## config.mk

```make
export PLATFORM = sky130hd
export DESIGN_NAME = sample_output_ctrl
export DESIGN_NICKNAME = d
export VERILOG_FILES = /design/src/adc_ctrl_pkg.sv /design/src/pin_sync.sv /design/src/sample_output_ctrl.sv
export SDC_FILE = /design/constraint.sdc
export NUM_CORES = 1
export LEC_CHECK = 0
export BUFFER_PORTS_ARGS = -buffer_cell sky130_fd_sc_hd__buf_2
export CAP_MARGIN = 20
export CORE_MARGIN = 2
export CORE_UTILIZATION = 30
export CTS_CLUSTER_SIZE = 28
export DETAILED_ROUTE_END_ITERATION = 10
export PLACE_DENSITY = 0.6
export SLEW_MARGIN = 20
export SYNTH_ARGS = -nofsm -noshare
export SYNTH_HDL_FRONTEND = slang
export SYNTH_HIERARCHICAL = 1
export SYNTH_SLANG_ARGS = --single-unit
```

## constraint.sdc

```tcl
create_clock -name ref_clk_in -period 1.3 [get_ports ref_clk_in]
set_input_delay 0.13 -clock ref_clk_in [delete_from_list [all_inputs] [get_ports ref_clk_in]]
set_output_delay 0.13 -clock ref_clk_in [all_outputs]
set_load 0.02 [all_outputs]
```

## src/adc_ctrl_pkg.sv

```systemverilog
// package: constants shared by the sample output control block
package adc_ctrl_pkg;
  localparam int          SAMPLE_WIDTH      = 14;
  localparam int          MAX_RATE_MSPS     = 80;
  localparam logic [13:0] CODE_UNDER_RANGE  = 14'h0000;
  localparam logic [13:0] CODE_OVER_RANGE   = 14'h3fff;
  localparam logic [13:0] SAMPLE_WORD_RESET = 14'h0000;
  localparam logic [1:0]  SELECT_GROUND     = 2'h0;
  localparam logic [1:0]  SELECT_ONE_THIRD  = 2'h1;
  localparam logic [1:0]  SELECT_TWO_THIRDS = 2'h2;
  localparam logic [1:0]  SELECT_SUPPLY     = 2'h3;
  localparam int          REF_CLK_MHZ       = 200;
  localparam int          MIN_SAMPLE_NS     = 1000 / MAX_RATE_MSPS;
  localparam int          MIN_SAMPLE_CYCLES = (MIN_SAMPLE_NS * REF_CLK_MHZ + 999) / 1000;
  typedef enum logic [1:0] {
    ST_ACTIVE = 2'b00,
    ST_PARKED = 2'b01
  } power_state_t;
endpackage : adc_ctrl_pkg

```

## src/pin_sync.sv

```systemverilog
// module: two-flop synchroniser for a group of pin inputs
`timescale 1ns/1ps
module pin_sync #(
  parameter int WIDTH = 1
) (
  input  wire logic             ref_clk_in,
  input  wire logic             reset_in,
  input  wire logic [WIDTH-1:0] async_in,
  output logic      [WIDTH-1:0] sync_out
);
  logic [WIDTH-1:0] stage1_reg;
  logic [WIDTH-1:0] stage2_reg;

  always_ff @(posedge ref_clk_in) begin
    if (reset_in) begin
      stage1_reg <= '0;
      stage2_reg <= '0;
    end else begin
      stage1_reg <= async_in;
      stage2_reg <= stage1_reg;
    end
  end

  assign sync_out = stage2_reg;
endmodule : pin_sync

```

## src/sample_output_ctrl.sv

```systemverilog
// module: sample capture, format select, power-down and output strobe
`timescale 1ns/1ps
module sample_output_ctrl
  import adc_ctrl_pkg::*;
#(
  parameter int WIDTH = SAMPLE_WIDTH
) (
  input  wire logic             ref_clk_in,
  input  wire logic             reset_in,
  input  wire logic             sample_clk_in,
  input  wire logic [WIDTH-1:0] analog_code_in,
  input  wire logic             under_range_in,
  input  wire logic             over_range_in,
  input  wire logic [1:0]       format_stabilizer_select_in,
  input  wire logic             power_down_input_in,
  output logic [WIDTH-1:0]      sample_word_bits_out,
  output logic                  output_valid_strobe_out,
  output logic                  duty_cycle_stabilizer_out,
  output logic                  twos_complement_out,
  output logic                  powered_down_out
);
  // ----------------------------------------------------------------
  // pin synchronisers
  // ----------------------------------------------------------------
  localparam int SYNC_W = 2 * WIDTH + 6;
  logic [SYNC_W-1:0] pins_sync;
  logic [WIDTH-1:0]  code_s;
  logic              clk_s;
  logic              under_s;
  logic              over_s;
  logic [1:0]        sel_s;
  logic              pd_s;

  // the code passes the same two-flop synchroniser as the clock pin, so the
  // source must hold it steady across the sampling edge
  pin_sync #(.WIDTH(SYNC_W)) u_sync (
    .ref_clk_in (ref_clk_in),
    .reset_in   (reset_in),
    .async_in   ({{WIDTH{1'b0}}, analog_code_in, sample_clk_in, under_range_in,
                  over_range_in, format_stabilizer_select_in, power_down_input_in}),
    .sync_out   (pins_sync)
  );
  assign {code_s, clk_s, under_s, over_s, sel_s, pd_s} = pins_sync[SYNC_W-WIDTH-1:0];

  // ----------------------------------------------------------------
  // decode of the four-level select
  // ----------------------------------------------------------------
  function automatic logic sel_twos(input logic [1:0] sel);
    return (sel == SELECT_SUPPLY) || (sel == SELECT_TWO_THIRDS);
  endfunction : sel_twos

  function automatic logic sel_dcs(input logic [1:0] sel);
    return (sel == SELECT_ONE_THIRD) || (sel == SELECT_TWO_THIRDS);
  endfunction : sel_dcs

  // ----------------------------------------------------------------
  // datapath and state
  // ----------------------------------------------------------------
  power_state_t     state_reg, state_next;
  logic             clk_prev_reg, clk_prev_next;
  logic [WIDTH-1:0] word_reg, word_next;
  logic             strobe_reg, strobe_next;
  logic             dcs_reg, dcs_next;
  logic             twos_reg, twos_next;
  logic             pd_reg, pd_next;
  logic [WIDTH-1:0] raw_code;
  logic             rise;
  logic             fall;

  assign rise = clk_s & ~clk_prev_reg;
  assign fall = ~clk_s & clk_prev_reg;

  always_comb begin
    clk_prev_next = clk_s;
    state_next    = pd_s ? ST_PARKED : ST_ACTIVE;
    twos_next     = sel_twos(sel_s);
    dcs_next      = sel_dcs(sel_s);
    pd_next       = pd_s;
    word_next     = word_reg;
    strobe_next   = strobe_reg;
    if (under_s) begin
      raw_code = CODE_UNDER_RANGE;
    end else if (over_s) begin
      raw_code = CODE_OVER_RANGE;
    end else begin
      raw_code = code_s;
    end
    // parked: strobe and word freeze, saving output switching
    if (state_reg == ST_ACTIVE) begin
      if (rise) begin
        // bit order kept: result lsb stays on bit 0
        word_next   = twos_reg ? {~raw_code[WIDTH-1], raw_code[WIDTH-2:0]} : raw_code;
        strobe_next = 1'b0;
      end else if (fall) begin
        strobe_next = 1'b1;
      end
    end
  end

  always_ff @(posedge ref_clk_in) begin
    if (reset_in) begin
      state_reg    <= ST_ACTIVE;
      clk_prev_reg <= 1'b0;
      word_reg     <= SAMPLE_WORD_RESET;
      strobe_reg   <= 1'b0;
      dcs_reg      <= 1'b0;
      twos_reg     <= 1'b0;
      pd_reg       <= 1'b0;
    end else begin
      state_reg    <= state_next;
      clk_prev_reg <= clk_prev_next;
      word_reg     <= word_next;
      strobe_reg   <= strobe_next;
      dcs_reg      <= dcs_next;
      twos_reg     <= twos_next;
      pd_reg       <= pd_next;
    end
  end

  assign sample_word_bits_out      = word_reg;
  assign output_valid_strobe_out   = strobe_reg;
  assign duty_cycle_stabilizer_out = dcs_reg;
  assign twos_complement_out       = twos_reg;
  assign powered_down_out          = pd_reg;

  // ----------------------------------------------------------------
  // assertions
  // ----------------------------------------------------------------
  property p_word_on_strobe_fall;
    @(posedge ref_clk_in) disable iff (reset_in)
      $changed(word_reg) |-> $fell(strobe_reg);
  endproperty
  a_word_on_strobe_fall: assert property (p_word_on_strobe_fall) else $error("word changed off strobe fall");

  property p_sample_on_rise;
    @(posedge ref_clk_in) disable iff (reset_in)
      (rise && state_reg == ST_ACTIVE) |=> !strobe_reg;
  endproperty
  a_sample_on_rise: assert property (p_sample_on_rise) else $error("no capture on rise");

  property p_supply_mode;
    @(posedge ref_clk_in) disable iff (reset_in)
      (sel_s == SELECT_SUPPLY) |=> (twos_reg && !dcs_reg);
  endproperty
  a_supply_mode: assert property (p_supply_mode) else $error("supply mode wrong");

  property p_ground_mode;
    @(posedge ref_clk_in) disable iff (reset_in)
      (sel_s == SELECT_GROUND) |=> (!twos_reg && !dcs_reg);
  endproperty
  a_ground_mode: assert property (p_ground_mode) else $error("ground mode wrong");

  property p_two_thirds_mode;
    @(posedge ref_clk_in) disable iff (reset_in)
      (sel_s == SELECT_TWO_THIRDS) |=> (twos_reg && dcs_reg);
  endproperty
  a_two_thirds_mode: assert property (p_two_thirds_mode) else $error("two thirds mode wrong");

  property p_one_third_mode;
    @(posedge ref_clk_in) disable iff (reset_in)
      (sel_s == SELECT_ONE_THIRD) |=> (!twos_reg && dcs_reg);
  endproperty
  a_one_third_mode: assert property (p_one_third_mode) else $error("one third mode wrong");

  property p_parked_frozen;
    @(posedge ref_clk_in) disable iff (reset_in)
      (pd_s ##1 pd_s) |=> $stable(word_reg) && $stable(strobe_reg);
  endproperty
  a_parked_frozen: assert property (p_parked_frozen) else $error("output moved in power-down");

  property p_normal_when_low;
    @(posedge ref_clk_in) disable iff (reset_in)
      !pd_s |=> (state_reg == ST_ACTIVE) && !powered_down_out;
  endproperty
  a_normal_when_low: assert property (p_normal_when_low) else $error("not active with power-down low");

  property p_over_range;
    @(posedge ref_clk_in) disable iff (reset_in)
      (rise && over_s && !under_s && state_reg == ST_ACTIVE)
      |=> word_reg == (twos_reg ? {1'b0, CODE_OVER_RANGE[12:0]} : CODE_OVER_RANGE);
  endproperty
  a_over_range: assert property (p_over_range) else $error("over range code wrong");

  property p_under_range;
    @(posedge ref_clk_in) disable iff (reset_in)
      (rise && under_s && state_reg == ST_ACTIVE && !twos_reg) |=> word_reg == CODE_UNDER_RANGE;
  endproperty
  a_under_range: assert property (p_under_range) else $error("under range code wrong");

  c_capture:   cover property (@(posedge ref_clk_in) disable iff (reset_in) rise && state_reg == ST_ACTIVE);
  c_twos_word: cover property (@(posedge ref_clk_in) disable iff (reset_in) twos_reg && $fell(strobe_reg));
  c_park:      cover property (@(posedge ref_clk_in) disable iff (reset_in) $rose(powered_down_out));
  c_dcs_on:    cover property (@(posedge ref_clk_in) disable iff (reset_in) $rose(dcs_reg));
endmodule : sample_output_ctrl

```

# Word level (Yosys, flattened, before mapping)
# Index checks and enable logic that the tools add are counted.
word_totals:
  in_bits: 22
  reg_bits: 61
  output_inout_bits: 18
classes:
  mux: 6
  n_reduce_logical: 6
  eq_ne: 3
  bitwise: 5
ops:
  columns: ["cell", "count"]
  rows:
  - ["$mux W14", 3]
  - ["$eq A2 B2 Y1 const B", 2]
  - ["$reduce_and A2 Y1", 2]
  - ["$mux W1", 3]
  - ["$not A1 Y1", 3]
  - ["$and A1 B1 Y1", 2]
  - ["$eq A2 B1 Y1 const B", 1]
  - ["$logic_not A2 Y1", 1]
  - ["$logic_or A1 B1 Y1", 2]
  - ["$reduce_bool A2 Y1", 1]

# Depth between registers and ports, before layout
depth:
  ltp_word: 4
  depth_mapped: 8
  ltp_nobuf: 5

# Hierarchy
# Netlist, hierarchy kept.
modules_own_cells:
  columns: ["module", "area_per_inst_um2", "seq_area_each_um2", "cells_per_inst", "n_inst"]
  rows:
  - ["pin_sync", 1836.8, 1361.3, 143, 1]
  - ["sample_output_ctrl", 802.0, 380.4, 98, 1]

# Worst setup path before layout
# Ideal clock, no wire load.
synth_timing:
  path_kind: "reg-to-reg"
  startpoint: "register clk_prev_reg"
  endpoint: "register word_reg[7] (netlist: sample_word_bits_out[7])"
  slack_ns: -0.024
  required_time_ns: 1.230
  stages_incl_launch_ff: 8
  t_arrival_ns: 1.254
  period_less_slack_ns: 1.324
  cell_sequence: "dfxtp_1 inv_1 ha_1 nand2b_4 buf_6 buf_6 or3_1 a21oi_1"
synth_via:
  elab_chain_cells: 3
synth_rtl:
  columns: ["item", "line_no", "source"]
  rows:
  - ["start, declared", "sample_output_ctrl.sv:60", "logic clk_prev_reg, clk_prev_next;"]
  - ["start signal, assigned", "sample_output_ctrl.sv:111", "clk_prev_reg <= clk_prev_next;"]
  - ["$not A1 Y1", "sample_output_ctrl.sv:70", "assign rise = clk_s & ~clk_prev_reg;"]
  - ["$and A1 B1 Y1", "sample_output_ctrl.sv:70", null]
  - ["$reduce_and A2 Y1 (no source line)", null, null]
  - ["end signal, assigned", "sample_output_ctrl.sv:112", "word_reg <= word_next;"]
  - ["end, declared", "sample_output_ctrl.sv:61", "logic [WIDTH-1:0] word_reg, word_next;"]
# Every way passes these cells.
# A chain may end at the register's enable or synchronous reset.

# Worst setup path after layout
layout_timing:
  startpoint: "register clk_prev_reg"
  endpoint: "register word_reg[8] (netlist: sample_word_bits_out[8])"
# The elaborated chain is that of the path after synthesis.

==> flow_summary.ini <==
[status]
status = complete, no violations

[yosys]
netlist_area_sq_mm = 0.00189
avgSynthCellArea_sq_um = 10.3
yosysWarnings = 6
syn-instance-count = 183
synth_nets = 208

[power]
switching_power_mw = 0.735
p_seq_frac = 0.527
p_per_area_mw_per_mm2 = 1550
fin_total_pwr_mw = 3.62
pwr-share-clk = 0.419
switching_share = 0.203
p_comb_frac = 0.053
p_leak_nw = 0.972
intPower_mw = 2.89
vdd_drop_max_mv = 0.505

[route]
drc = 0
drt-initial-drc-count = 55
wl_per_cell_um = 9.62
num_vias = 1147
detail-route-antenna-nets = 0
drt-pass1-iter-count = 4
wl_um = 2910
vias_per_cell = 3.79

[sta]
slew_viol_final = 0
hold_viol_final = 0
period_needed_ps = 1230
max_freq_mhz = 811
setup_ws_ps = 67.7
worst_pin_slew_ps = 431
finClkSkew_ps = 4.83
setup_tns_ps = 0
period_share = 0.948
setup_viol = 0
rsz0062_at_grt = yes
slew_headroom = 0.712

[die]
die-area_sq_mm = 0.00694
ios = 40
fp.dieW_um = 83.3
initial_core_util = 0.315
fp.dieH_um = 83.3
rows = 28
coreArea_sq_mm = 0.00599

[clock_network]
clock_latency_ps = 310
tritoncts = yes
cts_setup_buffers = 0
cts-root-buf = clkbuf_8
htree_levels = 3
clkTransAtPathRegs_ps = 60
numCtsBuffers = 9
cts_buffer_depth = 2
cts.sinks = 59

[final_layout]
final_common_cell = dfxtp_1
drive_gt1_frac = 0.268
nFillCells = 603
fin_area_sq_mm = 0.00234
mostFrequentLayoutCells = dfxtp_1 (58), nor2b_1 (42), buf_2 (39), nor2_1 (18), a21oi_1 (14)
diodes = 0
area_delta_synth_final_pct = 23.9
nets = 250

[global_route]
overflow = 0
grt_max_degree = 41
grt_pass1_vias = 1070
grt_pass1_wl_um = 4800
grt.total_usage = 0.0894
antenna_found_initial = 0

[critical_path]
setup.worst_path.end_class = register
cp.required_ps = 1550
r2r_end = sample_word_bits_out[8]$_SDFFE_PP0P_
worstSetupPathType = register to register
arrival_ps = 1480
path_max_fanout = 11
reg2regPathDepth = 5
startpoint_type = register
rrSetupSlack_ps = 70
r2r_start = clk_prev_reg$_SDFF_PP0_

[worst_hold_path]
hp-class = primary input to register
hp-start = power_down_input_in
min_path_cells = 2
hold_path_end = u_sync/stage1_reg[0]$_SDFF_PP0_

[place]
gp_congestion = 0.677
pre_cts_ws_ps = 60.4
placed_area_sq_mm = 0.00213
io_buffer_count = 39

[job]
max_cap_viol_count = 0
[how the worst max path moves through the flow]
stage | slack (ps) | startpoint | endpoint
finish | 70 | clk_prev_reg$_SDFF_PP0_ | sample_word_bits_out[8]$_SDFFE_PP0P_
global route | -20 | clk_prev_reg$_SDFF_PP0_ | sample_word_bits_out[11]$_SDFFE_PP0P_
CTS | 50 | clk_prev_reg$_SDFF_PP0_ | sample_word_bits_out[10]$_SDFFE_PP0P_
detailed placement | 60 | clk_prev_reg$_SDFF_PP0_ | sample_word_bits_out[10]$_SDFFE_PP0P_
global placement | 90 | clk_prev_reg$_SDFF_PP0_ | sample_word_bits_out[3]$_SDFFE_PP0P_
floorplan | 6 | clk_prev_reg$_SDFF_PP0_ | sample_word_bits_out[7]$_SDFFE_PP0P_
[area by class of cell]
class | count | area (sq um) | share of cell area
Clock buffer | 11 | 141 | 0.0604
Clock inverter | 3 | 40.0 | 0.0171
Inverter | 3 | 11.3 | 0.00481
Multi-Input combinational cell | 110 | 653 | 0.279
Sequential cell | 59 | 1180 | 0.505
Tap cell | 75 | 93.8 | 0.0401
Timing Repair Buffer | 42 | 218 | 0.0930
[power by group through the flow]
stage	combinational, mW	sequential (mW)	clock [mW]
floorplan	0.123	1.96	0
global placement	0.188	1.95	0
detailed placement	0.188	1.95	0
CTS	0.188	1.91	1.57
global route	0.217	1.92	1.66
finish	0.192	1.91	1.52
[metal layers]
layer,global-route usage,part of all wire
met1,0.111,0.52
met2,0.120,0.41
met3,0.0338,0.039
met4,0.0760,0.034
met5,0,0
[per-stage QoR]
step / std cells / hold slack [ps] / utilization
after global placement: 287 / 341 / 0.356
after global routing: 303 / 5.17 / 0.391
after CTS: 301 / 3.44 / 0.386
after detailed placement: 287 / 343 / 0.356
after floorplan: 183 / 258 / -
final: 303 / 19.7 / 0.391
[worst max-delay path: stages, from the launching register on]
cell and delay, ps:
dfxtp_1 300, inv_1 80, ha_4 180, nand2b_4 110, or3_1 350, a21oi_1 140
[timing repair]
action,in CTS,in global routing
hold buffers,0,0
gates resized for setup,0,2
endpoints found under the setup margin,0,12
No activity file was read; power rests on OpenSTA's default activity.
